`src/hw/umhf_pkg.sv`:
```
// Constants and types shared by both ends of the upstream header framer.
// Assumes a byte-wide stream link between modem and headend ends.
package umhf_pkg;

    // =========================================================
    // Header field layout
    localparam logic [1:0] UMHF_KIND_MAC      = 2'h3;
    localparam logic [4:0] UMHF_PARAM_REQ     = 5'h02;
    localparam logic [4:0] UMHF_PARAM_FRAG    = 5'h03;
    localparam logic [4:0] UMHF_PARAM_CONCAT  = 5'h1c;
    localparam int         UMHF_HDR_BYTES     = 6;
    localparam int         UMHF_FRAG_EH_BYTES = 6;
    localparam int         UMHF_CRC_BYTES     = 4;
    localparam logic [7:0] UMHF_FRAG_EXT_HEADER_SIZE     = 8'h06;
    localparam logic [15:0] UMHF_FRAG_EXTRA   = 16'h000a;
    localparam logic [31:0] UMHF_CRC_INIT     = 32'hffffffff;
    localparam logic [31:0] UMHF_CRC_POLY     = 32'hedb88320;
    localparam logic [31:0] UMHF_CRC_RESIDUE  = 32'hdebb20e3;
    localparam logic [15:0] UMHF_HCS_INIT     = 16'hffff;
    localparam logic [15:0] UMHF_HCS_POLY     = 16'h8408;
    localparam logic [15:0] UMHF_HCS_RESIDUE  = 16'hf0b8;

    // =========================================================
    // Command kinds
    typedef enum logic [1:0] {
        UMHF_CMD_REQ    = 2'h0,
        UMHF_CMD_FRAG   = 2'h1,
        UMHF_CMD_CONCAT = 2'h2
    } umhf_cmd_t;

    // =========================================================
    // Checksums, bytewise, reflected.
    function automatic logic [31:0] umhf_crc32(input logic [31:0] c,
                                               input logic [7:0] d);
        logic [31:0] r;
        r = c ^ {24'h000000, d};
        for (int i = 0; i < 8; i++) begin
            r = r[0] ? ((r >> 1) ^ UMHF_CRC_POLY) : (r >> 1);
        end
        return r;
    endfunction

    function automatic logic [15:0] umhf_hcs(input logic [15:0] c,
                                             input logic [7:0] d);
        logic [15:0] r;
        r = c ^ {8'h00, d};
        for (int i = 0; i < 8; i++) begin
            r = r[0] ? ((r >> 1) ^ UMHF_HCS_POLY) : (r >> 1);
        end
        return r;
    endfunction

    function automatic logic [7:0] umhf_fc(input logic [4:0] p,
                                           input logic eh);
        return {UMHF_KIND_MAC, p, eh};
    endfunction

endpackage
```
`src/hw/umhf_link_if.sv`:
```
// Byte stream link between modem transmitter and headend receiver.
// Assumes one shared clock; sop marks first byte of a burst.
`timescale 1ns/100ps
interface umhf_link_if;
    logic       valid;
    logic       ready;
    logic [7:0] data;
    logic       sop;
    logic       eop;

    modport modem (output valid, output data, output sop, output eop,
                   input ready);
    modport headend (input valid, input data, input sop, input eop,
                     output ready);
endinterface

```
`src/hw/umhf_modem_tx.sv`:
```
// Modem end: builds request, fragment and concatenation headers.
// Assumes the user supplies payload bytes with valid/ready handshaking.
`timescale 1ns/100ps
module umhf_modem_tx
    import umhf_pkg::*;
(
    input  wire logic        CLK_I,
    input  wire logic        RST_I,
    input  wire logic        CMD_VALID_I,
    output logic             CMD_READY_O,
    input  wire umhf_cmd_t   CMD_KIND_I,
    input  wire logic [7:0]  CMD_PARAM_I,
    input  wire logic [15:0] CMD_LEN_I,
    input  wire logic [47:0] CMD_EXT_I,
    input  wire logic        PAY_VALID_I,
    output logic             PAY_READY_O,
    input  wire logic [7:0]  PAY_DATA_I,
    input  wire logic        PAY_LAST_I,
    output logic             BUSY_O,
    umhf_link_if.modem       link
);

    // =========================================================
    // State
    typedef enum logic [4:0] {
        S_IDLE = 5'b00001,
        S_HDR  = 5'b00010,
        S_PAY  = 5'b00100,
        S_CRC  = 5'b01000,
        S_CAT  = 5'b10000
    } umhf_tx_state_t;

    typedef struct packed {
        umhf_tx_state_t st;
        umhf_cmd_t      kind;
        logic [0:11][7:0] hdr;
        logic [3:0]     idx;
        logic [3:0]     hlen;
        logic [15:0]    header_check;
        logic [31:0]    crc;
        logic [15:0]    left;
        logic           cat_open;
        logic           vld;
        logic [7:0]     dat;
        logic           sop;
        logic           eop;
    } umhf_tx_t;

    umhf_tx_t r;
    umhf_tx_t next_r;
    logic     take;

    assign take = link.ready || !r.vld;

    // =========================================================
    // Next state
    always_comb begin
        next_r = r;
        CMD_READY_O = 1'b0;
        PAY_READY_O = 1'b0;
        if (take) begin
            next_r.vld = 1'b0;
            next_r.sop = 1'b0;
            next_r.eop = 1'b0;
        end
        case (r.st)
            S_IDLE, S_CAT: begin
                CMD_READY_O = take;
                if (CMD_VALID_I && take) begin
                    next_r.kind = CMD_KIND_I;
                    next_r.idx = 4'h0;
                    next_r.header_check = UMHF_HCS_INIT;
                    next_r.crc = UMHF_CRC_INIT;
                    next_r.left = CMD_LEN_I;
                    next_r.hdr[1] = CMD_PARAM_I;
                    next_r.hdr[2] = CMD_LEN_I[15:8];
                    next_r.hdr[3] = CMD_LEN_I[7:0];
                    for (int i = 0; i < UMHF_FRAG_EH_BYTES; i++) begin
                        next_r.hdr[UMHF_HDR_BYTES - 2 + i] =
                            CMD_EXT_I[47 - 8 * i -: 8];
                    end
                    next_r.st = S_HDR;
                    case (CMD_KIND_I)
                        UMHF_CMD_REQ: begin
                            next_r.hdr[0] = umhf_fc(UMHF_PARAM_REQ, 1'b0);
                            next_r.hlen = 4'(UMHF_HDR_BYTES - 2);
                        end
                        UMHF_CMD_FRAG: begin
                            next_r.hdr[0] = umhf_fc(UMHF_PARAM_FRAG, 1'b1);
                            next_r.hdr[1] = UMHF_FRAG_EXT_HEADER_SIZE;
                            {next_r.hdr[2], next_r.hdr[3]} =
                                16'(CMD_LEN_I + UMHF_FRAG_EXTRA);
                            next_r.hlen = 4'(UMHF_HDR_BYTES - 2 +
                                             UMHF_FRAG_EH_BYTES);
                        end
                        default: begin
                            // A nested concatenation command is taken and dropped; the state stays S_CAT.
                            if (r.st == S_CAT) begin
                                next_r.st = S_CAT;
                            end
                            next_r.hdr[0] = umhf_fc(UMHF_PARAM_CONCAT, 1'b0);
                            next_r.hlen = 4'(UMHF_HDR_BYTES - 2);
                            next_r.cat_open = 1'b1;
                        end
                    endcase
                end
            end
            S_HDR: begin
                if (take) begin
                    next_r.vld = 1'b1;
                    next_r.sop = (r.idx == 4'h0) && !r.cat_open;
                    if (r.idx < r.hlen) begin
                        next_r.dat = r.hdr[r.idx];
                        next_r.header_check = umhf_hcs(r.header_check, r.hdr[r.idx]);
                    end else if (r.idx == r.hlen) begin
                        next_r.dat = ~r.header_check[7:0];
                    end else begin
                        next_r.dat = ~r.header_check[15:8];
                    end
                    if (r.kind == UMHF_CMD_CONCAT && r.idx == 4'h0) begin
                        next_r.sop = 1'b1;
                    end
                    next_r.idx = r.idx + 4'h1;
                    if (r.idx == r.hlen + 4'h1) begin
                        if (r.kind == UMHF_CMD_FRAG) begin
                            next_r.st = S_PAY;
                        end else if (r.kind == UMHF_CMD_CONCAT) begin
                            next_r.st = S_CAT;
                        end else begin
                            // A request ends at its header.
                            next_r.eop = !r.cat_open;
                            next_r.st = r.cat_open ? S_CAT : S_IDLE;
                        end
                    end
                end
            end
            S_PAY: begin
                PAY_READY_O = take;
                if (PAY_VALID_I && take) begin
                    next_r.vld = 1'b1;
                    next_r.dat = PAY_DATA_I;
                    next_r.crc = umhf_crc32(r.crc, PAY_DATA_I);
                    if (PAY_LAST_I) begin
                        next_r.idx = 4'h0;
                        next_r.st = S_CRC;
                    end
                end
            end
            S_CRC: begin
                if (take) begin
                    next_r.vld = 1'b1;
                    next_r.dat = ~r.crc[8 * r.idx[1:0] +: 8];
                    next_r.idx = r.idx + 4'h1;
                    if (r.idx == 4'(UMHF_CRC_BYTES - 1)) begin
                        next_r.eop = !r.cat_open;
                        next_r.st = r.cat_open ? S_CAT : S_IDLE;
                    end
                end
            end
            default: next_r.st = S_IDLE;
        endcase
        // Closing an open burst: an idle concatenation ends on command loss.
        if (r.st == S_CAT && !CMD_VALID_I && take && r.cat_open) begin
            next_r.cat_open = 1'b0;
            next_r.vld = 1'b1;
            next_r.eop = 1'b1;
            next_r.dat = 8'h00;
            next_r.st = S_IDLE;
        end
    end

    always_ff @(posedge CLK_I or posedge RST_I) begin
        if (RST_I) begin
            r <= '0;
            r.st <= S_IDLE;
        end else begin
            r <= next_r;
        end
    end

    assign link.valid = r.vld;
    assign link.data  = r.dat;
    assign link.sop   = r.sop;
    assign link.eop   = r.eop;
    assign BUSY_O     = (r.st != S_IDLE);

endmodule

```
`src/flat_wrapper.sv`:
```
// flat-port wrapper written by rule: the top's interface ports become plain ports
module umhf_modem_tx_flat import umhf_pkg::*;
  (CLK_I, RST_I, CMD_VALID_I, CMD_READY_O, CMD_KIND_I, CMD_PARAM_I, CMD_LEN_I, CMD_EXT_I, PAY_VALID_I, PAY_READY_O, PAY_DATA_I, PAY_LAST_I, BUSY_O, link_valid, link_data, link_sop, link_eop, link_ready);
  umhf_link_if link_i ();
  input  wire logic CLK_I;
  input  wire logic RST_I;
  input  wire logic CMD_VALID_I;
  output logic CMD_READY_O;
  input  wire umhf_cmd_t CMD_KIND_I;
  input  wire logic [7:0] CMD_PARAM_I;
  input  wire logic [15:0] CMD_LEN_I;
  input  wire logic [47:0] CMD_EXT_I;
  input  wire logic PAY_VALID_I;
  output logic PAY_READY_O;
  input  wire logic [7:0] PAY_DATA_I;
  input  wire logic PAY_LAST_I;
  output logic BUSY_O;
  output wire logic [$bits(link_i.valid)-1:0] link_valid;
  output wire logic [$bits(link_i.data)-1:0] link_data;
  output wire logic [$bits(link_i.sop)-1:0] link_sop;
  output wire logic [$bits(link_i.eop)-1:0] link_eop;
  input wire logic [$bits(link_i.ready)-1:0] link_ready;
  assign link_valid = link_i.valid;
  assign link_data = link_i.data;
  assign link_sop = link_i.sop;
  assign link_eop = link_i.eop;
  assign link_i.ready = link_ready;
  umhf_modem_tx u_core (.CLK_I(CLK_I), .RST_I(RST_I), .CMD_VALID_I(CMD_VALID_I), .CMD_READY_O(CMD_READY_O), .CMD_KIND_I(CMD_KIND_I), .CMD_PARAM_I(CMD_PARAM_I), .CMD_LEN_I(CMD_LEN_I), .CMD_EXT_I(CMD_EXT_I), .PAY_VALID_I(PAY_VALID_I), .PAY_READY_O(PAY_READY_O), .PAY_DATA_I(PAY_DATA_I), .PAY_LAST_I(PAY_LAST_I), .BUSY_O(BUSY_O), .link(link_i));
endmodule
```
`config.mk`:
```
export PLATFORM = sky130hd
export DESIGN_NAME = umhf_modem_tx_flat
export DESIGN_NICKNAME = d
export VERILOG_FILES = /design/src/hw/umhf_pkg.sv /design/src/hw/umhf_link_if.sv /design/src/hw/umhf_modem_tx.sv /design/src/flat_wrapper.sv
export SDC_FILE = /design/constraint.sdc
export NUM_CORES = 1
export LEC_CHECK = 0
export ABC_CLOCK_PERIOD_IN_PS = 5630
export BUFFER_PORTS_ARGS = -buffer_cell sky130_fd_sc_hd__buf_4
export CAP_MARGIN = 10
export CELL_PAD_IN_SITES_DETAIL_PLACEMENT = 1
export CELL_PAD_IN_SITES_GLOBAL_PLACEMENT = 1
export CORE_MARGIN = 2
export CORE_UTILIZATION = 46
export DETAILED_ROUTE_END_ITERATION = 10
export PLACE_DENSITY = 0.87
export SKIP_LAST_GASP = 1
export SLEW_MARGIN = 20
export SYNTH_ARGS = -nofsm -noshare
export SYNTH_HDL_FRONTEND = slang
export SYNTH_SLANG_ARGS = --single-unit
```
`constraint.sdc`:
```
create_clock -name CLK_I -period 5.63 [get_ports CLK_I]
set_input_delay 1.126 -clock CLK_I [delete_from_list [all_inputs] [get_ports CLK_I]]
set_output_delay 1.126 -clock CLK_I [all_outputs]
set_load 0.02 [all_outputs]
```
==> results.md, run 1 <==
* Outcome: complete, no violations
* Req. time, crit path at ~4.5 ns
* Power Density at between 600 and 700 nW/um^2
* Ys async rst share at 1.00
* Yosys Warn Count at 0
* Slew headroom at 0.318
* Reg2Reg Setup Slack at ~2.2 ns
* Row cnt at 50
* Per-cell routed wire length at around 21 um
* Die height at 142 um
* First-pass GRT wire length at about 42,000 um
* Setup violators final at 0
* Die width at between 100 and 150 um
* Hold Buf Count CTS at 0
* Post-synthesis sequential area ratio at 0.428
* Worst R2R Path Depth at 9
* Top FF cell, synth: dfrtp_1
* Clock sink total at 149
* Overall power at between 6 and 7 mW
* Post-route cell area at approximately 10,000 sq um
* Port-buffer cells at slightly above 100
* DR vias at between 7,000 and 8,000
* Fmax at between 200 and 300 MHz
* CTS max path bufs at 2
* Post-route ant nets at 0
* Final nets at between 1,000 and 1,500
* Syn avg cell area at around 9.5 sq um
* Die area at approximately 20,000 sq um
* RR Endpoint: u_core.link.data[6]$_DFFE_PP0P_
* Starting density of the core at 0.467
* CP Max Fanout at 10
* Routed vias/inst at about 5.9
* Area growth, synth to finish at 16.6%
* Gp weighted congestion at ~0.86
* Final Hold Viols at 0
* Hold Path Class: flop to flop
* Final WL at ~26,000 um
* Worst hold start: u_core.r[117]$_DFFE_PP0P_
* Worst-path clk slew at 0.07 ns
* Critical Path Sink Type: primary output
* Final non-filler cell total at 1,235
* R2r startpoint: u_core.r[81]$_DFFE_PP0P_
* Layout cell share with drive strength beyond 1 at 0.193
* Core area at ~19,000 sq um
* Final Max Tran Viols at 0
* Detail Placement HPWL at about 17,000 um
* RSZ-0062 raised after global routing: no
* I/O pin cnt at just over 100
* H-tree depth at 4
* Worst vdd ir at ~0.26 mV
* Post-synth EDFFs at 0
* CP Data Arrival Time at 2.34 ns
* Global Route Usage Sum at 0.271
* Root buffer cell: clkbuf_16
* Setup Total Neg Slack at 0 ns
* FILL cells at ~2,100
* # resized after CTS at 0
* Vias in the first global route at around 8,000
* Mapped cell area at a little under 9000 sq um
* Synth Instances at 921
* Postcts setup bufs at 0
* Mapped Nets at ~1,000
* # placed instances at 1,204
* Dpl cell area at about 9600 sq um
* Total gr overflow at 0
* Initial antenna violation count at 0
* Diodes inserted at 0
* Yosys cell types at just under 70
* Max-Cap Viols at 0
* CTS buffer count at 17
* Tcrit/Tclk final at 0.616
* Max Clock Skew at about 0.0097 ns
* Pleak at between 4 and 5 nW
* WHS Path Cells at 2
* Crit Path Class: input pin to primary output
* Largest net degree at the start of global routing at 78
* Crit path launch type: input pin
* Crit path time final at 3.47 ns
* Synth Register Bits at around 150
* DR pass1 iterations at 8
* WHS Endpoint: u_core.r[117]$_DFFE_PP0P_
* Clk Latency, worst-skew pair at between 0.4 and 0.5 ns
* Actual slew at the worst max-slew pin at between 1 and 1.5 ns
* Drt drc at 0
* Iteration-0 DRC Markers at between 500 and 600
* CTS tree: done
## metal layers
layer	track usage	routed length, um	up-vias
li1	-	-	3271
met1	0.344	11000	3677
met2	0.469	13000	259
met3	0.0452	1280	64
met4	0.0968	738	0
met5	0	0	-
## layout make-up
class / count / area (sq um) / share of cell area
Clock buffer: 18 / 439 / 0.0433
Timing Repair Buffer: 109 / 818 / 0.0806
Clock inverter: 13 / 140 / 0.0138
Multi-Input combinational cell: 697 / 4670 / 0.460
Inverter: 15 / 61.3 / 0.00604
Sequential cell: 149 / 3730 / 0.367
Tap cell: 234 / 293 / 0.0288
## critical path, stage by stage
cell and delay, ns:
buf_4 0.11, nor2b_1 0.72, nor2_1 0.16, buf_4 0.22
## synthesized netlist by cell type, drive strengths merged, types with 4 or more instances
library cell | number | area share
nand4 | 4 | 0.0029
nand2b | 5 | 0.0036
o21ai | 50 | 0.029
nand2 | 204 | 0.088
a221oi | 10 | 0.010
clkbuf | 39 | 0.017
a21oi | 30 | 0.017
nor2b | 4 | 0.0029
o22ai | 7 | 0.0050
mux2 | 12 | 0.016
and3 | 4 | 0.0029
and2 | 4 | 0.0032
ha | 6 | 0.0086
mux4 | 16 | 0.043
xnor3 | 10 | 0.026
mux2i | 34 | 0.039
buf | 21 | 0.016
xor2 | 28 | 0.033
dfrtp | 148 | 0.43
inv | 15 | 0.0065
nor3 | 13 | 0.0075
nor4 | 6 | 0.0050
nand3 | 30 | 0.017
nor2 | 89 | 0.038
o22a | 13 | 0.013
a22o | 4 | 0.0040
xnor2 | 69 | 0.074
o211ai | 5 | 0.0043
## logic make-up after synthesis
| kind of cell | Yosys count | share of synthesized area |
|---|---|---|
| flip-flops | 149 | 0.428 |
| multiplexers | 62 | 0.0972 |
| AND/OR/NAND/NOR | 377 | 0.184 |
| buffers and inverters | 75 | 0.0398 |
| XOR/XNOR | 108 | 0.135 |
| adder cells (fa/ha/maj) | 6 | 0.00862 |
| AO/OA/AOI/OAI | 144 | 0.107 |
## flip-flops by register name, summed over array words and instances, names as in the netlist, named ones only
name	flops
u_core.r	138
u_core.link.eop	1
u_core.link.valid	1
u_core.link.data	8
## power breakdown
group / switching, mW / internal [mW] / leakage, nW
combinational: 1.82 / 1.40 / 2.52
sequential: 0.376 / 1.50 / 1.72
clock: 0.503 / 0.633 / 0.280
## cells in the final DEF (no fill, tap or decap), types with 14 or more instances in the layout
master / n
dfrtp_1: 147
nor2_1: 88
mux2i_1: 34
xnor2_1: 64
a21oi_1: 29
nand2_1: 203
buf_4: 109
inv_1: 14
clkbuf_16: 17
o21ai_0: 48
xor2_1: 24
nand3_1: 29
## stage by stage
step                      setup slack [ns]  utilization  hold WS [ns]
after floorplan                      0.498            -         0.430
after global placement                2.19        0.513         0.445
after detailed placement              2.14        0.513         0.455
after CTS                             2.08        0.544         0.470
after global routing                  2.08        0.545         0.500
final                                 2.16        0.545         0.474
## worst max path at each step
| stage | startpoint | end | slack, ns |
|---|---|---|---|
| CTS | u_core.r[183]$_DFFE_PP0P_ | u_core.r[53]$_DFFE_PP0P_ | 2.08 |
| finish | link_ready | CMD_READY_O | 2.16 |
| global route | u_core.r[81]$_DFFE_PP0P_ | u_core.link.data[6]$_DFFE_PP0P_ | 2.08 |
| detailed placement | u_core.r[183]$_DFFE_PP0P_ | u_core.r[29]$_DFFE_PP0P_ | 2.14 |
| global placement | link_ready | CMD_READY_O | 2.19 |
| floorplan | RST_I | async pin | 0.50 |
Note: power is estimated with default switching activity, not from simulation.
==> inputs of run 2 (changes only) <==
--- a/config.mk
+++ b/config.mk
@@ -5,7 +5,7 @@
 export SDC_FILE = /design/constraint.sdc
 export NUM_CORES = 1
 export LEC_CHECK = 0
-export ABC_CLOCK_PERIOD_IN_PS = 5630
+export ABC_CLOCK_PERIOD_IN_PS = 3300
 export BUFFER_PORTS_ARGS = -buffer_cell sky130_fd_sc_hd__buf_4
 export CAP_MARGIN = 10
 export CELL_PAD_IN_SITES_DETAIL_PLACEMENT = 1
==> constraint.sdc (replaced) <==
create_clock -name CLK_I -period 3.3 [get_ports CLK_I]
set_input_delay 0.66 -clock CLK_I [delete_from_list [all_inputs] [get_ports CLK_I]]
set_output_delay 0.66 -clock CLK_I [all_outputs]
set_load 0.02 [all_outputs]
==> run 2 against run 1 <==
  * Non-clock buffer count grew 19
  * Sequential power grew 73%
  * Cell count grew 1.6%
  * Largest power group unchanged
  * Critical endpoint is now u_core.r[80]$_DFFE_PP0P_
  * Clock power grew 82%
  * Hold slack lost 0.29 ns
  * Combinational power grew 76%
  * Global-route usage grew 1.4 points
  * First-iteration DRC count shrank 2.2%
==> results.md, run 2 (same netlist as run 1, synthesis figures left out) <==
* Gp weighted congestion at about 0.86
* Fmax at 334 MHz
* Commonest non-fill, non-tap cell in the layout: nand2_1
* Critical Path Sink Type: flop
* Pleak at between 4 and 5 nW
* Area growth, synth to finish at 19.4%
* Routed vias/inst at approximately 5.9
* Overall power at about 11 mW
* Clk Latency, worst-skew pair at about 0.43 ns
* Iteration-0 DRC Markers at 530
* R2r startpoint: u_core.r[81]$_DFFE_PP0P_
* Crit path time final at 2.99 ns
* Per-cell routed wire length at between 20 and 25 um
* Hold Buf Count CTS at 0
* Worst path cell trace: inv_1, ha_1, and3_1, nand2_1, a22o_1, o31ai_1, nand3_1, mux2_2
* Slew headroom at 0.282
* Buf/Inv on CP at 1
* Setup violators final at 0
* Max Clock Skew at 0.0126 ns
* # resized after CTS at 0
* Max reg flops at approximately 140
* Layout cell share with drive strength beyond 1 at 0.205
* Core area at about 19,000 sq um
* DR vias at ~7,400
* H-tree depth at 4
* Row cnt at 50
* Dpl cell area at 9780 sq um
* Clock sink total at 149
* Final nets at 1,102
* Reg2Reg Setup Slack at 0.31 ns
* RSZ-0062 raised after global routing: no
* Power Density at 1060 nW/um^2
* RR Endpoint: u_core.r[80]$_DFFE_PP0P_
* DR pass1 iterations at 5
* Detail Placement HPWL at roughly 18,000 um
* Kind of cell adding the most delay to the critical path: flip-flops
* Drt drc at 0
* # placed instances at 1,223
* Worst vdd ir at 0.454 mV
* Port-buffer cells at 101
* Most frequent cells in the layout: nand2_1 (204), dfrtp_1 (147), buf_4 (122), nor2_1 (88), xnor2_1 (64)
* CTS max path bufs at 2
* Max-Cap Viols at 0
* Final WL at ~27,000 um
* Post-route cell area at 10,400 sq um
* Vias in the first global route at 8,129
* CP Data Arrival Time at 3.31 ns
* Post-route ant nets at 0
* Slowest-stage cell, CP: dfrtp_1
* Tcrit/Tclk final at 0.907
* Outcome: complete, no violations
* Crit Path Class: flop to flop
* Final Max Tran Viols at 0
* Register with the most flip-flops: u_core.r
* Diodes inserted at 0
* Die width at roughly 140 um
* Initial antenna violation count at 0
* Req. time, crit path at ~3.6 ns
* CTS buffer count at 17
* Fin worst setup slack at 0.307 ns
* Starting density of the core at 0.467
* Final hold slack at 0.188 ns
* Final non-filler cell total at ~1,300
* CP max stage delay at approximately 0.72 ns
* Largest net degree at the start of global routing at 95
* Final Core Density at 0.558
* Root buffer cell: clkbuf_16
* Actual slew at the worst max-slew pin at around 1.1 ns
* Post-Place Worst Slack at ~0.46 ns
* Postcts setup bufs at 0
* CTS tree: done
* Worst-path clk slew at ~0.07 ns
* I/O pin cnt at 102
* Global Route Usage Sum at 0.285
* CP Max Fanout at 10
* Die height at between 100 and 150 um
* Final Hold Viols at 0
* Setup Total Neg Slack at 0 ns
* Hold Path Class: input pin to async pin
* Die area at between 20,000 and 25,000 sq um
* Worst R2R Path Depth at 8
* Total gr overflow at 0
* Crit path launch type: flop
* First-pass GRT wire length at ~44,000 um
## run 2: power breakdown
part           total, mW  switching [mW]  internal (mW)
logic               5.67            3.14           2.53
clock network       2.08           0.830           1.25
registers           3.24           0.684           2.55
## run 2: layout make-up
class,instances,area [sq um]
sequential,149,3730
multi-input combinational,697,4660
inverter,15,60.1
timing repair buffer,128,1040
tap,234,293
fill,2113,8240
clock buffer,21,460
clock inverter,11,163
## run 2: layer usage
metal  wire length [um]  vias to the layer above  global-route usage
met5                  0                        -                   0
met4                706                        0               0.107
met3               1270                       58              0.0432
met2              14000                      242               0.486
met1              11500                     3775               0.368
li1                   -                     3317                   -
## run 2: how the worst max path moves through the flow
stage                        startpoint                  endpoint  slack, ns  cells after the start
6_report       u_core.r[81]$_DFFE_PP0P_  u_core.r[80]$_DFFE_PP0P_       0.31                      8
4_1_cts        u_core.r[80]$_DFFE_PP0P_  u_core.r[80]$_DFFE_PP0P_       0.36                      7
3_5_place_dp   u_core.r[80]$_DFFE_PP0P_  u_core.r[63]$_DFFE_PP0P_       0.46                      6
2_1_floorplan  u_core.r[81]$_DFFE_PP0P_  u_core.r[80]$_DFFE_PP0P_       0.33                     12
3_3_place_gp   u_core.r[80]$_DFFE_PP0P_  u_core.r[68]$_DFFE_PP0P_       0.58                      5
5_1_grt        u_core.r[81]$_DFFE_PP0P_  u_core.r[80]$_DFFE_PP0P_       0.13                      8
==> inputs of run 3 (changes only) <==
--- a/config.mk
+++ b/config.mk
@@ -13,7 +13,7 @@
 export CORE_MARGIN = 2
 export CORE_UTILIZATION = 46
 export DETAILED_ROUTE_END_ITERATION = 10
-export PLACE_DENSITY = 0.87
+export PLACE_DENSITY = 0.82
 export SKIP_LAST_GASP = 1
 export SLEW_MARGIN = 20
 export SYNTH_ARGS = -nofsm -noshare
==> run 3 against run 2 <==
  * Maximum frequency rose by 5.3%
  * Design area is 0.26% higher
  * First-iteration DRC count is 6.2% lower
  * Wire length fell by 7.9%
  * Core utilization up 0.15 points
  * Clock skew shrank 0.0045 ns
  * Register-to-register slack improved by 0.16 ns
  * Critical path depth shrank 4
  * Global-route usage is 2.1 points lower
  * Sequential cell count unchanged
  * Combinational power fell by 3%
  * Critical endpoint is now PAY_READY_O
  * Highest routed layer unchanged
==> results.md, run 3 (same netlist as run 1, synthesis figures left out) <==
* RSZ-0062 raised after global routing: no
* Setup violators final at 0
* Drt drc at 0
* Worst vdd ir at roughly 0.44 mV
* NetSw at between 4 and 5 mW
* Final WL at about 25,000 um
* Largest net degree at the start of global routing at 95
* Power Density at about 1000 nW/um^2
* Final Hold Viols at 0
* CTS tree: done
* Slew headroom at 0.306
* Outcome: complete, no violations
* Per-cell routed wire length at a little over 20 um
* CTS buffer count at 17
* Routed vias/inst at ~5.7
* Sw Share at 0.412
* Tcrit/Tclk final at 0.861
* Commonest non-fill, non-tap cell in the layout: nand2_1
* Fin worst setup slack at approximately 0.46 ns
* Final Max Tran Viols at 0
* Max reg flops at about 140
* Most frequent cells in the layout: nand2_1 (204), dfrtp_1 (147), buf_4 (122), nor2_1 (88), xnor2_1 (64)
* Die height at between 100 and 150 um
* Final hold slack at around 0.16 ns
* Hold Path Class: input pin to async pin
* DR vias at just over 7,000
* Met3 Usage GRT at 0.0435
* DR pass1 iterations at 5
* Area growth, synth to finish at 19.7%
* Met2 usage at 0.447
* Area occupied by multi-input gates at ~4700 sq um
* Clock sink total at around 150
* Gp weighted congestion at 0.881
* Layout cell share with drive strength beyond 1 at 0.207
* Clk Latency, worst-skew pair at 0.44 ns
* P_int at roughly 6.4 mW
* Actual slew at the worst max-slew pin at about 1.0 ns
* Req. time, crit path at 2.64 ns
* Port-buffer cells at ~100
* Global Route Usage Sum at 0.263
* H-tree depth at 4
* Starting density of the core at 0.467
* Iteration-0 DRC Markers at between 400 and 500
* CP Max Fanout at 11
* Die area at roughly 20,000 sq um
* Combinational group share of total power at 0.506
* Fmax at between 300 and 400 MHz
* Row cnt at 50
* Diodes inserted at 0
* Core area at about 19,000 sq um
* Setup Total Neg Slack at 0 ns
* Post-Place Worst Slack at 0.437 ns
* Max-Cap Viols at 0
* Max Clock Skew at 0.00810 ns
* Hold Buf Count CTS at 0
* Initial antenna violation count at 0
* Crit path time final at 2.84 ns
* Final nets at roughly 1,100
* Register with the most flip-flops: u_core.r
* Post-route ant nets at 0
* Crit Path Class: flop to primary output
* GR peak layer: met2
* Critical Path Sink Type: primary output
* Root buffer cell: clkbuf_16
* Detail Placement HPWL at about 18,000 um
* CP Data Arrival Time at about 2.2 ns
* Storage cell area at around 3700 sq um
* FILL cells at ~2,100
* Postcts setup bufs at 0
* GRT met1 Usage at 0.350
* I/O pin cnt at between 100 and 150
* First-pass GRT wire length at slightly above 40,000 um
* # resized after CTS at 0
* Crit path launch type: flop
* Total gr overflow at 0
* Clk pwr share at 0.199
* Worst-path clk slew at around 0.070 ns
* Die width at 142 um
* Vias in the first global route at 7,733
* CTS max path bufs at 2
* Pleak at 4.67 nW
* Dpl cell area at roughly 10000 sq um
* Post-route cell area at ~10,000 sq um
* Flop pwr share at 0.295
==> run 3: per-layer routing <==
metal,share of wire,vias up
met5,0,-
met3,0.045,41
met4,0.019,0
met2,0.50,186
met1,0.44,3665
li1,-,3320
==> run 3: final timing paths <==
kind | end | from | depth (start not counted) | slack, ns
hold reg to reg | u_core.r[164]$_DFFE_PP0P_ | u_core.r[164]$_DFFE_PP0P_ | 2 | 0.47
min in group CLK_I | u_core.r[118]$_DFFE_PP0P_ | CMD_EXT_I[18] | 3 | 0.41
hold / removal | u_core.r[111]$_DFFE_PP0P_ | RST_I | 2 | 0.16
max in group asynchronous | u_core.r[30]$_DFFE_PP0P_ | RST_I | 3 | 2.45
setup reg to reg | u_core.r[80]$_DFFE_PP0P_ | u_core.r[80]$_DFFE_PP0P_ | 7 | 0.47
setup / recovery | PAY_READY_O | u_core.r[183]$_DFFE_PP0P_ | 4 | 0.46
==> run 3: metrics by stage <==
step                total power, mW   util  cells
finish                         10.9  0.559   1255
global route                   11.6  0.559   1255
CTS                            10.9  0.559   1255
detailed placement             8.65  0.524   1223
global placement               8.35  0.524   1223
floorplan                      7.11      -    921
==> run 3: power groups by stage <==
stage | clock [mW] | combinational (mW) | sequential [mW]
floorplan | 0 | 4.19 | 2.92
global placement | 0 | 5.20 | 3.16
detailed placement | 0 | 5.45 | 3.20
CTS | 2.19 | 5.53 | 3.19
global route | 2.26 | 6.03 | 3.28
finish | 2.17 | 5.50 | 3.20
==> run 3: area by class of cell <==
cell class                 instances  share of cell area
inverter                          15             0.00576
timing repair buffer             128              0.0994
clock inverter                    14              0.0203
sequential                       149               0.358
multi-input combinational        697               0.447
clock buffer                      18              0.0421
tap                              234              0.0281
==> run 3: critical path: stages, from the launching register on <==
cell	delay (ns)
dfrtp_1	0.50
nor2_1	0.34
nand3_1	0.50
nor2_1	0.23
buf_4	0.17
